--- config.mk ---
export PLATFORM = sky130hd
export DESIGN_NAME = mcpls_top
export DESIGN_NICKNAME = d
export VERILOG_FILES = /design/src/logic/mcpls_pkg.sv /design/src/logic/mcpls_loop_seq.sv /design/src/logic/mcpls_rst_pulse.sv /design/src/logic/mcpls_top.sv
export SDC_FILE = /design/constraint.sdc
export NUM_CORES = 1
export LEC_CHECK = 0
export ABC_AREA = 1
export BUFFER_PORTS_ARGS = -buffer_cell sky130_fd_sc_hd__clkbuf_2
export CAP_MARGIN = 10
export CORE_MARGIN = 5
export CORE_UTILIZATION = 57
export CTS_CLUSTER_DIAMETER = 200
export DETAILED_ROUTE_END_ITERATION = 6
export GPL_TIMING_DRIVEN = 0
export PLACE_DENSITY = 0.95
export SETUP_SLACK_MARGIN = 0.1
export SLEW_MARGIN = 40
export SYNTH_ARGS = -nofsm -noshare
export SYNTH_HDL_FRONTEND = slang
export SYNTH_HIERARCHICAL = 1
export SYNTH_SLANG_ARGS = --single-unit
--- constraint.sdc ---
create_clock -name pclk -period 2.8 [get_ports pclk]
set_clock_uncertainty 0.15 [all_clocks]
set_input_delay 0.28 -clock pclk [delete_from_list [all_inputs] [get_ports pclk]]
set_output_delay 0.28 -clock pclk [all_outputs]
set_load 0.005 [all_outputs]
--- src/logic/mcpls_pkg.sv ---
`default_nettype none
package mcpls_pkg;

    // ---------------------------------------------------------------
    // Clock and timing
    // ---------------------------------------------------------------
    localparam int unsigned CLK_MHZ = 25;
    localparam int unsigned PHY_RST_NS = 10000; // Length of a PHY reset pulse
    localparam int unsigned PHY_RST_CYC = (PHY_RST_NS * CLK_MHZ + 999) / 1000;

    // ---------------------------------------------------------------
    // Register indices (byte address is four times the index)
    // ---------------------------------------------------------------
    localparam int unsigned ADDR_W = 12;
    localparam logic [7:0] IDX_MC_CONFIG = 8'h40;
    localparam logic [7:0] IDX_INIT_LOW = 8'h43;
    localparam logic [7:0] IDX_LOOP_SETUP = 8'h44;
    localparam logic [7:0] IDX_STATUS = 8'h7E;

    // ---------------------------------------------------------------
    // Field positions, codes and reset values
    // ---------------------------------------------------------------
    localparam int unsigned BIT_LLP_EN = 2;
    localparam int unsigned BIT_FIBER_TXD = 1;
    localparam int unsigned BIT_PHY_RST = 0;
    localparam int unsigned ST_LOOP_BUSY = 0;
    localparam int unsigned ST_PHY_RST = 1;
    localparam int unsigned ST_COPPER_TXD = 2;
    localparam int unsigned ST_FIBER_UP = 3;
    localparam int unsigned ST_CENTER_UP = 4;
    localparam int unsigned ST_CENTER_MODE = 5;
    localparam int unsigned ST_REMAIN_LSB = 8;
    localparam logic [7:0] MC_CONFIG_RST = 8'h00;
    localparam logic [7:0] LOOP_SETUP_RST = 8'h07;
    localparam logic [7:0] LOOP_CLEAR_CODE = 8'h00;
    localparam logic [7:0] LOOP_MAX_CODE = 8'h64;

    // ---------------------------------------------------------------
    // Carriers and states
    // ---------------------------------------------------------------
    typedef struct packed {
        logic fiber_up;
        logic center_copper_up;
    } mcpls_link_s;

    typedef struct packed {
        logic copper_tx_disable;
        logic copper_led_off;
        logic fiber_tx_oe;
    } mcpls_ctl_s;

    typedef struct packed {
        logic frame_ctr_clear;
        logic loop_result_clear;
    } mcpls_clr_s;

    typedef enum logic [1:0] {
        LOOP_IDLE = 2'b01,
        LOOP_SEND = 2'b10
    } mcpls_loop_e;

endpackage
`default_nettype wire

--- src/logic/mcpls_loop_seq.sv ---
`timescale 1ns/100ps
`default_nettype none
module mcpls_loop_seq
    import mcpls_pkg::*;
#(
    parameter int unsigned CNT_W = 8
) (
    input wire logic pclk, // Core clock
    input wire logic presetn, // Async reset, active low
    input wire logic start, // Load a packet count and begin
    input wire logic [CNT_W-1:0] count, // Packets to send
    output logic pkt_req, // Request one loopback packet
    input wire logic pkt_ack, // Packet has been sent
    output logic busy, // Sequence in progress
    output logic [CNT_W-1:0] remaining // Packets still to send
);

    mcpls_loop_e state_r;
    mcpls_loop_e state_nxt;
    logic [CNT_W-1:0] remain_r;
    logic [CNT_W-1:0] remain_nxt;
    wire last_ack = pkt_ack && (state_r == LOOP_SEND) && (remain_r == CNT_W'(1));

    // ---------------------------------------------------------------
    // Next state: a fresh start restarts the count
    // ---------------------------------------------------------------
    always_comb begin
        state_nxt = state_r;
        remain_nxt = remain_r;
        case (state_r)
            LOOP_IDLE: begin
                state_nxt = LOOP_IDLE;
            end
            LOOP_SEND: begin
                if (pkt_ack) begin
                    remain_nxt = remain_r - CNT_W'(1);
                end
                if (last_ack) begin
                    state_nxt = LOOP_IDLE;
                end
            end
            default: begin
                state_nxt = LOOP_IDLE;
                remain_nxt = '0;
            end
        endcase
        if (start && (count != '0)) begin
            state_nxt = LOOP_SEND;
            remain_nxt = count;
        end
    end

    // State registers
    always_ff @(posedge pclk or negedge presetn) begin
        if (!presetn) begin
            state_r <= LOOP_IDLE;
            remain_r <= '0;
        end else begin
            state_r <= state_nxt;
            remain_r <= remain_nxt;
        end
    end

    assign pkt_req = (state_r == LOOP_SEND);
    assign busy = (state_r == LOOP_SEND);
    assign remaining = remain_r;

endmodule
`default_nettype wire

--- src/logic/mcpls_rst_pulse.sv ---
`timescale 1ns/100ps
`default_nettype none
module mcpls_rst_pulse
    import mcpls_pkg::*;
#(
    parameter int unsigned CYCLES = PHY_RST_CYC
) (
    input wire logic pclk, // Core clock
    input wire logic presetn, // Async reset, active low
    input wire logic trigger, // Start a timed pulse
    input wire logic hold, // Keep the pulse asserted
    output logic pulse // Registered reset out, active high
);

    localparam int unsigned CW = $clog2(CYCLES + 1);

    logic [CW-1:0] cnt_r;
    logic pulse_r;
    wire [CW-1:0] cnt_nxt = trigger ? CW'(CYCLES) : ((cnt_r != '0) ? cnt_r - CW'(1) : cnt_r);

    initial begin
        if (CYCLES < 1) begin
            $error("pulse length must be at least one cycle");
        end
    end

    // Counter and output flop
    always_ff @(posedge pclk or negedge presetn) begin
        if (!presetn) begin
            cnt_r <= '0;
            pulse_r <= 1'b0;
        end else begin
            cnt_r <= cnt_nxt;
            pulse_r <= hold || (cnt_nxt != '0);
        end
    end

    assign pulse = pulse_r;

endmodule
`default_nettype wire

--- src/logic/mcpls_top.sv ---
// Notes on behaviour
// RULE1: In terminal mode with link-loss propagation on, a fiber or center copper link down disables copper TX and its LEDs.
// RULE2: In center mode the link-loss propagation bit has no effect at all.
// RULE3: The fiber transmit disable bit set to one tri-states the fiber transmit output, zero restores it.
// RULE4: Writing one to the PHY reset bit resets both PHYs, and the bit then clears by itself.
// RULE5: A PHY reset from that bit leaves every maintenance register unchanged.
// RULE6: The PHY reset bit powers up as one in center mode until register 0x40 is written, and as zero otherwise.
// RULE7: Writing zero to the loopback setup register clears the valid transmit and receive frame counters.
// RULE8: In center mode that zero write also clears the loopback result counters.
// RULE9: The counter clearing code is honoured in both center and terminal mode.
// RULE10: In center mode a setup value N from 1 to 100 sends N loopback packets.
// RULE11: The loopback setup register resets to seven.
// RULE12: Software must not write setup values from 0x65 to 0xFF, their effect is undefined.
// RULE13: Only the center mode acts on the packet count codes.
`timescale 1ns/100ps
`default_nettype none
module mcpls_top
    import mcpls_pkg::*;
#(
    parameter int unsigned MAX_PACKETS = 100,
    parameter int unsigned RST_CYCLES = PHY_RST_CYC
) (
    input wire logic pclk, // Core clock, 25 MHz
    input wire logic presetn, // Async reset, active low
    input wire logic psel, // APB select
    input wire logic penable, // APB access phase
    input wire logic pwrite, // APB direction
    input wire logic [ADDR_W-1:0] paddr, // APB byte address
    input wire logic [31:0] pwdata, // APB write data
    output logic [31:0] prdata, // APB read data
    output logic pready, // APB ready
    output logic pslverr, // APB error on unmapped address
    input wire logic media_converter_center, // 1 = center mode, 0 = terminal
    input wire logic link_loss_strap, // Strap for propagation enable
    input wire mcpls_link_s link_in, // Link status of fiber and center copper
    output mcpls_ctl_s ctl_out, // Copper and fiber transmit controls
    output logic phy_reset, // Reset to both PHYs, active high
    output mcpls_clr_s clr_out, // One-cycle counter clear pulses
    output logic loop_pkt_req, // Request one loopback packet
    input wire logic loop_pkt_ack // Loopback packet sent
);

    // ---------------------------------------------------------------
    // Elaboration checks
    // ---------------------------------------------------------------
    initial begin
        if (MAX_PACKETS < 1 || MAX_PACKETS > 255) begin
            $error("packet count must fit the 8-bit setup register");
        end
        if (RST_CYCLES < 1) begin
            $error("PHY reset must last at least one cycle");
        end
    end

    // ---------------------------------------------------------------
    // Address decode
    // ---------------------------------------------------------------
    function automatic logic reg_hit(input logic [ADDR_W-1:0] addr, input logic [7:0] idx);
        reg_hit = (addr == {2'b00, idx, 2'b00});
    endfunction

    wire hit_cfg = reg_hit(paddr, IDX_MC_CONFIG);
    wire hit_init = reg_hit(paddr, IDX_INIT_LOW);
    wire hit_loop = reg_hit(paddr, IDX_LOOP_SETUP);
    wire hit_stat = reg_hit(paddr, IDX_STATUS);
    wire hit_any = hit_cfg || hit_init || hit_loop || hit_stat;
    wire setup_ph = psel && !penable;
    wire access_ph = psel && penable;
    wire wr_ok = access_ph && pwrite && hit_any;
    wire wr_cfg = wr_ok && hit_cfg;
    wire wr_init = wr_ok && hit_init;
    wire wr_loop = wr_ok && hit_loop;
    wire [7:0] wbyte = pwdata[7:0];

    // ---------------------------------------------------------------
    // Register storage
    // ---------------------------------------------------------------
    logic [7:0] mc_config_r;
    logic [7:0] loop_setup_r;
    logic link_loss_propagate_enable_r;
    logic fiber_transmit_disable_r;
    logic phy_reset_bit_r;
    logic phy_reset_bit_nxt;
    logic strap_taken_r;
    logic hold_power_up_r;
    logic [31:0] prdata_r;
    logic [31:0] prdata_nxt;
    mcpls_ctl_s ctl_r;
    mcpls_ctl_s ctl_nxt;
    mcpls_clr_s clr_r;
    mcpls_clr_s clr_nxt;

    // Sequencer and reset pulse status
    logic loop_busy;
    logic [7:0] loop_remaining;
    logic phy_reset_pulse;

    // ---------------------------------------------------------------
    // Loopback setup decode
    // ---------------------------------------------------------------
    localparam logic [7:0] MAX_CODE = 8'(MAX_PACKETS);

    wire loop_clear = wr_loop && (wbyte == LOOP_CLEAR_CODE); // RULE9
    wire loop_count_code = (wbyte != LOOP_CLEAR_CODE) && (wbyte <= MAX_CODE);
    // Values above the limit are stored but start nothing
    wire loop_start = wr_loop && loop_count_code && media_converter_center; // RULE10 RULE13

    // Frame counters clear in both modes, result counters in center only
    always_comb begin
        clr_nxt.frame_ctr_clear = loop_clear; // RULE7
        clr_nxt.loop_result_clear = loop_clear && media_converter_center; // RULE8
    end

    // ---------------------------------------------------------------
    // PHY reset bit
    // ---------------------------------------------------------------
    // Write of one sets it for one cycle only, writing 0x40 drops the
    // power-up value; a one written in the same cycle still wins
    always_comb begin
        phy_reset_bit_nxt = phy_reset_bit_r;
        if (phy_reset_bit_r && !strap_taken_r) begin
            phy_reset_bit_nxt = phy_reset_bit_r;
        end else if (wr_cfg) begin
            phy_reset_bit_nxt = 1'b0; // RULE6
        end else if (phy_reset_bit_r && strap_taken_r && !hold_power_up_r) begin
            phy_reset_bit_nxt = 1'b0; // RULE4
        end
        if (wr_init && wbyte[BIT_PHY_RST]) begin
            phy_reset_bit_nxt = 1'b1; // RULE4
        end
        if (!strap_taken_r) begin
            phy_reset_bit_nxt = media_converter_center; // RULE6
        end
    end

    // Power-up reset is held until the config register is written
    always_ff @(posedge pclk or negedge presetn) begin
        if (!presetn) begin
            hold_power_up_r <= 1'b0;
        end else if (!strap_taken_r) begin
            hold_power_up_r <= media_converter_center; // RULE6
        end else if (wr_cfg) begin
            hold_power_up_r <= 1'b0;
        end
    end

    // ---------------------------------------------------------------
    // Control registers, straps caught at the first edge after release
    // ---------------------------------------------------------------
    // The PHY reset touches none of these, they follow only presetn
    always_ff @(posedge pclk or negedge presetn) begin
        if (!presetn) begin
            strap_taken_r <= 1'b0;
            link_loss_propagate_enable_r <= 1'b0;
            fiber_transmit_disable_r <= 1'b0;
            phy_reset_bit_r <= 1'b0;
        end else begin
            strap_taken_r <= 1'b1;
            phy_reset_bit_r <= phy_reset_bit_nxt;
            if (!strap_taken_r) begin
                link_loss_propagate_enable_r <= link_loss_strap;
            end else if (wr_init) begin
                link_loss_propagate_enable_r <= wbyte[BIT_LLP_EN];
                fiber_transmit_disable_r <= wbyte[BIT_FIBER_TXD];
            end
        end
    end

    // Config and loopback setup registers
    always_ff @(posedge pclk or negedge presetn) begin
        if (!presetn) begin
            mc_config_r <= MC_CONFIG_RST;
            loop_setup_r <= LOOP_SETUP_RST; // RULE11
        end else begin
            if (wr_cfg) begin
                mc_config_r <= wbyte;
            end
            if (wr_loop) begin
                loop_setup_r <= wbyte;
            end
        end
    end

    // ---------------------------------------------------------------
    // Link-loss propagation and fiber transmit
    // ---------------------------------------------------------------
    wire link_lost = !link_in.fiber_up || !link_in.center_copper_up;
    // Propagation acts only in terminal mode
    wire propagate = link_loss_propagate_enable_r && !media_converter_center; // RULE2

    always_comb begin
        ctl_nxt.copper_tx_disable = propagate && link_lost; // RULE1
        ctl_nxt.copper_led_off = propagate && link_lost; // RULE1
        ctl_nxt.fiber_tx_oe = !fiber_transmit_disable_r; // RULE3
    end

    // Output flops
    always_ff @(posedge pclk or negedge presetn) begin
        if (!presetn) begin
            ctl_r <= '{copper_tx_disable: 1'b0, copper_led_off: 1'b0, fiber_tx_oe: 1'b1};
            clr_r <= '0;
        end else begin
            ctl_r <= ctl_nxt;
            clr_r <= clr_nxt;
        end
    end

    // ---------------------------------------------------------------
    // PHY reset pulse
    // ---------------------------------------------------------------
    mcpls_rst_pulse #(
        .CYCLES(RST_CYCLES)
    ) u_rst_pulse (
        .pclk(pclk),
        .presetn(presetn),
        .trigger(wr_init && wbyte[BIT_PHY_RST]), // RULE4 RULE5
        .hold(hold_power_up_r),
        .pulse(phy_reset_pulse)
    );

    // ---------------------------------------------------------------
    // Loopback packet sequencer
    // ---------------------------------------------------------------
    mcpls_loop_seq #(
        .CNT_W(8)
    ) u_loop_seq (
        .pclk(pclk),
        .presetn(presetn),
        .start(loop_start), // RULE10
        .count(wbyte),
        .pkt_req(loop_pkt_req),
        .pkt_ack(loop_pkt_ack),
        .busy(loop_busy),
        .remaining(loop_remaining)
    );

    // ---------------------------------------------------------------
    // Read data, captured in the setup phase
    // ---------------------------------------------------------------
    wire [31:0] init_word = {29'h0000000, link_loss_propagate_enable_r, fiber_transmit_disable_r, phy_reset_bit_r};
    wire [31:0] stat_word = {16'h0000, loop_remaining, 2'b00, media_converter_center,
        link_in.center_copper_up, link_in.fiber_up, ctl_r.copper_tx_disable, phy_reset_pulse, loop_busy};

    always_comb begin
        prdata_nxt = 32'h00000000;
        if (hit_cfg) begin
            prdata_nxt = {24'h000000, mc_config_r};
        end else if (hit_init) begin
            prdata_nxt = init_word;
        end else if (hit_loop) begin
            prdata_nxt = {24'h000000, loop_setup_r};
        end else if (hit_stat) begin
            prdata_nxt = stat_word;
        end
    end

    // Read data flop
    always_ff @(posedge pclk or negedge presetn) begin
        if (!presetn) begin
            prdata_r <= 32'h00000000;
        end else if (setup_ph) begin
            prdata_r <= prdata_nxt;
        end
    end

    // ---------------------------------------------------------------
    // Outputs
    // ---------------------------------------------------------------
    assign prdata = prdata_r;
    assign pready = 1'b1; // Zero-wait access
    assign pslverr = access_ph && !hit_any;
    assign ctl_out = ctl_r;
    assign clr_out = clr_r;
    assign phy_reset = phy_reset_pulse;

endmodule
`default_nettype wire

**Word level (Yosys, flattened, before mapping)**

Index checks and enable logic that the tools add are counted.

- Register bits: 76
- Memories: 0
- Output and inout port bits: 41
- RAM bits: 0
- Memory bits (read-only): 0
- Latch bits: 0

- Reductions and logical operators: 42
- $mul: 0
- Bitwise operators: 0
- Order comparisons: 1
- Div/mod/pow operators: 0
- Shift-type cells: 0
- Mux-type cells: 21
- $add $sub $neg: 2
- Equality and inequality tests: 14

Operators with widths:

| operator | count |
|---|---|
| 2-to-1 mux 16 bit | 4 |
| == test 12 x 9 -> 1 bit (second input constant) | 4 |
| 2-to-1 mux 8 bit | 4 |
| nonzero test 8 bit | 3 |
| logical AND 1 bit | 22 |
| one-hot mux 8 bit (2 select lines) | 1 |
| subtractor 8 x 1 -> 8 bit (second input constant) | 2 |
| 2-to-1 mux 1 bit | 9 |
| == test 8 x 1 -> 1 bit (second input constant) | 1 |
| less-or-equal comparator 8 x 7 -> 1 bit (second input constant) | 1 |
| logical NOT 1 bit | 8 |
| logical NOT 8 bit | 1 |
| 2-to-1 mux 2 bit | 3 |
| inequality test 3 x 2 -> 1 bit (second input constant) | 2 |
| AND reduction 2 bit | 3 |
| logical OR 1 bit | 5 |
| inequality test 2 bit (second input constant) | 2 |
| inequality test 4 x 2 -> 1 bit (second input constant) | 1 |
| inequality test 3 x 1 -> 1 bit (second input constant) | 1 |
| == test 2 x 1 -> 1 bit (second input constant) | 1 |
| == test 2 bit (second input constant) | 1 |
| inequality test 2 x 1 -> 1 bit (second input constant) | 1 |

**Longest topological paths before layout**

- Depth after elaboration: 11
- Gate-level depth with buffers: 18
- Depth with buffers taken out: 18

**Cells and area by module**

The synthesis kept the hierarchy.

By module, submodules not included:

| module | instances | area each (um^2) | cells an instance |
|---|---|---|---|
| mcpls_top | 1 | 2188.3 | 268 |
| mcpls_loop_seq | 1 | 747.0 | 118 |
| mcpls_rst_pulse | 1 | 533.0 | 74 |

**Worst setup path before layout**

No wires, ideal clock.

- Path type: input port to flip-flop
- Start: in paddr[1]
- End: reg u_loop_seq.remain_r[5], in the netlist u_loop_seq/remaining[5]
- Setup time: 0.117 ns
- Data arrival time: 1.794 ns
- Required time: 2.533 ns
- Stages on the path: 16
- Path slack: 0.740 ns
- Cell sequence: inv_1 -> nand2_2 -> nor2_4 -> nand3_4 -> nand2_1 -> inv_2 -> nand2_2 -> nand2_4 -> clkinv_4 -> nand3_1 -> nor2_1 -> inv_1 -> nor2_2 -> nor2_1 -> nand3_1 -> nand2_1

- Longest elaborated chain between the ends: 11
- Elaborated cells on any way between the ends: 16

RTL lines:

| what | RTL line | source |
|---|---|---|
| start: declaration | mcpls_top.sv:28 | `input wire logic [ADDR_W-1:0] paddr,` |
| == test 12 x 9 -> 1 bit | mcpls_top.sv:59 | `reg_hit = (addr == {2'b00, idx, 2'b00});` |
| logical OR 1 bit (3 in a row) | mcpls_top.sv:66 | `wire hit_any = hit_cfg \|\| hit_init \|\| hit_loop \|\| hit_stat;` |
| logical AND 1 bit | mcpls_top.sv:69 | `wire wr_ok = access_ph && pwrite && hit_any;` |
| logical AND 1 bit * | mcpls_top.sv:72 | `wire wr_loop = wr_ok && hit_loop;` |
| logical AND 1 bit * (2 in a row) | mcpls_top.sv:106 | `wire loop_start = wr_loop && loop_count_code && media_converter_center;` |
| via loop_start | mcpls_top.sv:106 |  |
| logical AND 1 bit * | mcpls_loop_seq.sv:47 | `if (start && (count != '0)) begin` |
| inequality test 3 x 2 -> 1 bit (no line) / inequality test 2 x 1 -> 1 bit (equally long branches) | -- |  |
| AND reduction 2 bit (no line) | -- |  |
| end signal: assignment | mcpls_loop_seq.sv:60 | `remain_r <= remain_nxt;` |
| end: declaration | mcpls_loop_seq.sv:20 | `logic [CNT_W-1:0] remain_r;` |

Mark *: on every way through the listed nets, which the timed path passes. The rest lies on a longest branch.
A chain may end at the register's enable or synchronous reset.

**Worst setup path after layout**

- Start: in paddr[2]
- End: reg u_loop_seq.remain_r[5], in the netlist u_loop_seq/remaining[5]

The elaborated chain is that of the path after synthesis.

==> results_dict.tcl <==
set metrics [dict create \
    viasPerCell 5.21 \
    critPathMaxStageDelay_ps 360 \
    grt_max_degree 32 \
    insertion_delay_ps 350 \
    grt_overflow_total 0 \
    status "completed" \
    maxCapViolCount 0 \
    die_w_um 88.0 \
    critPathMaxFanout 10 \
    ys.flop_type "dfrtp_1" \
    drt_iter0_markers 257 \
    finalWorstSetupSlack_ps 666 \
    setup_tns_ps 0 \
    clock-sinks 60 \
    cp.arrival_ps 2230 \
    dieArea_mm2 0.00774 \
    detailed_place_hpwl_um 6470 \
    stdcell_count 624 \
    cp-start-kind "primary input" \
    drt_wl_total_um 8330 \
    critPathCaptureType "flop" \
    htree_levels 3 \
    io_buffers 53 \
    synth_area_leader_cell "dfrtp_1" \
    synth.yosys.warnings 6 \
    hold_class "primary input to flop" \
    slew_violations 0 \
    netlist_top_cells_area "dfrtp_1 40%, nand2_1 12%, inv_1 7.1%, nand3_1 5.5%, nor2_1 5.0%" \
    required_ps 2900 \
    power_density_mw_per_mm2 463 \
    numCtsBuffers 9 \
    pin_count 95 \
    wl_per_cell_um 13.4 \
    worst-slew-pin-transition_ps 504 \
    drive_gt1_share_pct 24.4 \
    num_vias 3252 \
    cts_tree "yes" \
    stdcell_area_mm2 0.00416 \
    synth_seq_cells 60 \
    syn_inst 460 \
    slew_headroom_pct 66.4 \
    num-fill-cells 462 \
    grt_usage_pct 23.7 \
    grt_pass1_wl_um 14300 \
    cp_num_buf_inv 5 \
    firstDrtPassIters 5 \
    synthTopCellsByCount "111 x nand2_1, 66 x inv_1, 55 x dfrtp_1" \
    crit_chain "clkbuf_2 > inv_1 > nand2_2 > nor2_4 > nand3_4 > nand2_1 > inv_2 > nand2_2 > nand2_4 > clkinv_4 > nand3_1 > nor2_1 > inv_1 > nor2_2 > nor2_1 > nand3_1 > nand2_1" \
    nNetsFinal 602 \
    avgSynthCellArea_um2 7.54 \
    worstSetupPathType "primary input to flop" \
    drc 0 \
    cp_top_family "simple AND/OR/NAND/NOR gates" \
    start_util_pct 58.6 \
    fmax_mhz 469 \
    ir_drop_v 0.000341 \
    rows 28 \
    post-place-ws_ps 326 \
    critical-path-slowest-cell "nor2_2" \
    dp_cells 605 \
    clk_pin_slew_ps 80 \
    ys_types 39 \
    core_area_mm2 0.00592 \
    setup_violations 0 \
    fin_crit_sh_pct 76.2 \
    leakagePower_nw 2.32 \
    yosysMostFrequentCell "nand2_1" \
    multi_input_area_mm2 0.00157 \
    ant_nets 0 \
    final-hold-violation-count 0 \
    seqCellArea_mm2 0.00151 \
    fin_crit_ps 2130 \
    synth_enable_flop_cells 0 \
    post_cts_resized 0 \
    synth_top_area_share_pct 39.7 \
    areaGrowthSynthToFinish_pct 20.0 \
    placed_cell_area_mm2 0.00391 \
    clk_path_buf_depth 2 \
    antenna_cells 0 \
    syn-cell-area_mm2 0.00347 \
    gp_congestion 0.878 \
    cts_root_buf "clkbuf_8" \
    grt_pass1_vias 3297 \
    ys_seq_area_share_pct 43.5 \
    async_flop_share_pct 100 \
    rsz0062_at_grt "false" \
    antenna_found_initial 0 \
    die_y_um 88.0 \
]
-- worst reg2reg max path, stage by stage, from the launching register on --
cell	delay (ps)
dfrtp_1	390
inv_1	130
ha_1	230
inv_1	80
nand2_1	60
nand2_1	50
nand2_1	50
nor2_1	60
nor2_2	70
nand3_1	80
nor2_1	100
nand3_1	70
-- cells by family (layout without fill, tap and decap cells) --
kind of cell | after synthesis | count (layout) | share of synthesized area (%)
buf+inv | 99 | 172 | 13.1
fa+ha+maj | 4 | 4 | 1.44
xor+xnor | 1 | 1 | 0.253
other cells | 2 | 18 | 0.217
flops | 60 | 60 | 43.5
simple gates | 229 | 229 | 30.6
compound gates | 65 | 65 | 11.0
-- cells in the final DEF, fill, tap and decap left out, types with 2 or more instances in the layout --
| master | netlist | routed |
|---|---|---|
| o21ai_1 | 11 | 11 |
| nand3_1 | 38 | 38 |
| nor2_1 | 46 | 46 |
| inv_1 | 66 | 66 |
| o22a_1 | 3 | 3 |
| dlygate4sd3_1 | 0 | 3 |
| buf_4 | 19 | 19 |
| a221oi_1 | 2 | 2 |
| clkinv_4 | 1 | 3 |
| nand4_1 | 3 | 3 |
| o22ai_1 | 3 | 3 |
| nor2_4 | 4 | 4 |
| buf_2 | 2 | 2 |
| o21ai_0 | 25 | 25 |
| o21ai_2 | 2 | 2 |
| clkbuf_1 | 3 | 3 |
| dfstp_2 | 5 | 5 |
| a21oi_1 | 10 | 10 |
| nor3_1 | 2 | 2 |
| conb_1 | 2 | 18 |
| nand3_2 | 4 | 4 |
| ha_1 | 4 | 4 |
| bufinv_16 | 0 | 2 |
| o21bai_1 | 2 | 2 |
| dfrtp_1 | 55 | 55 |
| nand2_1 | 111 | 111 |
| nor2_2 | 8 | 8 |
| nand2_4 | 4 | 4 |
| clkbuf_8 | 0 | 9 |
| nand2_2 | 5 | 5 |
| o211ai_1 | 3 | 3 |
| inv_2 | 7 | 7 |
| clkbuf_2 | 0 | 52 |
-- final timing paths --
check | to | slack [ps] | cells after the start | from
worst max-delay path | u_loop_seq/remaining[5] | 670 | 17 | paddr[2]
worst min-delay path | u_loop_seq/remaining[1] | 40 | 3 | pwdata[1]
worst max register to register | u_rst_pulse/pulse | 1160 | 11 | u_rst_pulse/cnt_r[0]
worst min register to register | ctl_out[0] | 260 | 1 | fiber_transmit_disable_r
max in group asynchronous | loop_setup_r[2] | 1640 | 3 | presetn
min in group asynchronous | prdata[1] | 280 | 2 | presetn
-- registers in the layout, indices dropped and copies added, names as in the netlist, 2 cells and up --
name and count:
clr_out 2, loop_setup_r 8, mc_config_r 8, ctl_out 2, u_loop_seq/state_r 2, prdata 16
u_rst_pulse/cnt_r 8, u_loop_seq/remaining 8
-- final cells by class --
| type | instances | share of cell area [%] |
|---|---|---|
| multi-input cells | 317 | 37.7 |
| flip-flops and latches | 60 | 36.2 |
| repair buffers | 57 | 7.63 |
| inverters | 75 | 6.94 |
| plain buffers | 24 | 3.94 |
| clock buffers | 9 | 2.98 |
| clock inverters | 7 | 2.37 |
| well taps | 75 | 2.25 |
-- where the power goes --
| group | switching, W | internal, W | total, W |
|---|---|---|---|
| clock | 0.000374 | 0.000505 | 0.000879 |
| sequential | 0.0000109 | 0.000881 | 0.000891 |
| combinational | 0.0000902 | 0.0000661 | 0.000156 |
-- timing repair --
action                    4_1_cts  5_1_grt
setup buffers                   0        0
hold endpoints to repair       28        0
hold buffers                    3        0
-- through the flow --
step	utilization, %	power [W]	hold slack (ps)
after floorplan	-	0.000981	-166
after global placement	65.7	0.00105	236
after detailed placement	66.0	0.00106	121
after CTS	70.3	0.00193	25.1
after global routing	70.3	0.00200	49.2
final	70.3	0.00193	35.7
-- metal layers --
metal | global-route usage [%] | share of wire [%] | up-vias
li1 | - | - | 1595
met1 | 29.0 | 41 | 1483
met2 | 40.1 | 49 | 145
met3 | 5.08 | 6.8 | 29
met4 | 10.9 | 3.1 | 0
met5 | 0 | 0 | -
Power figures use the tool's default switching activity.
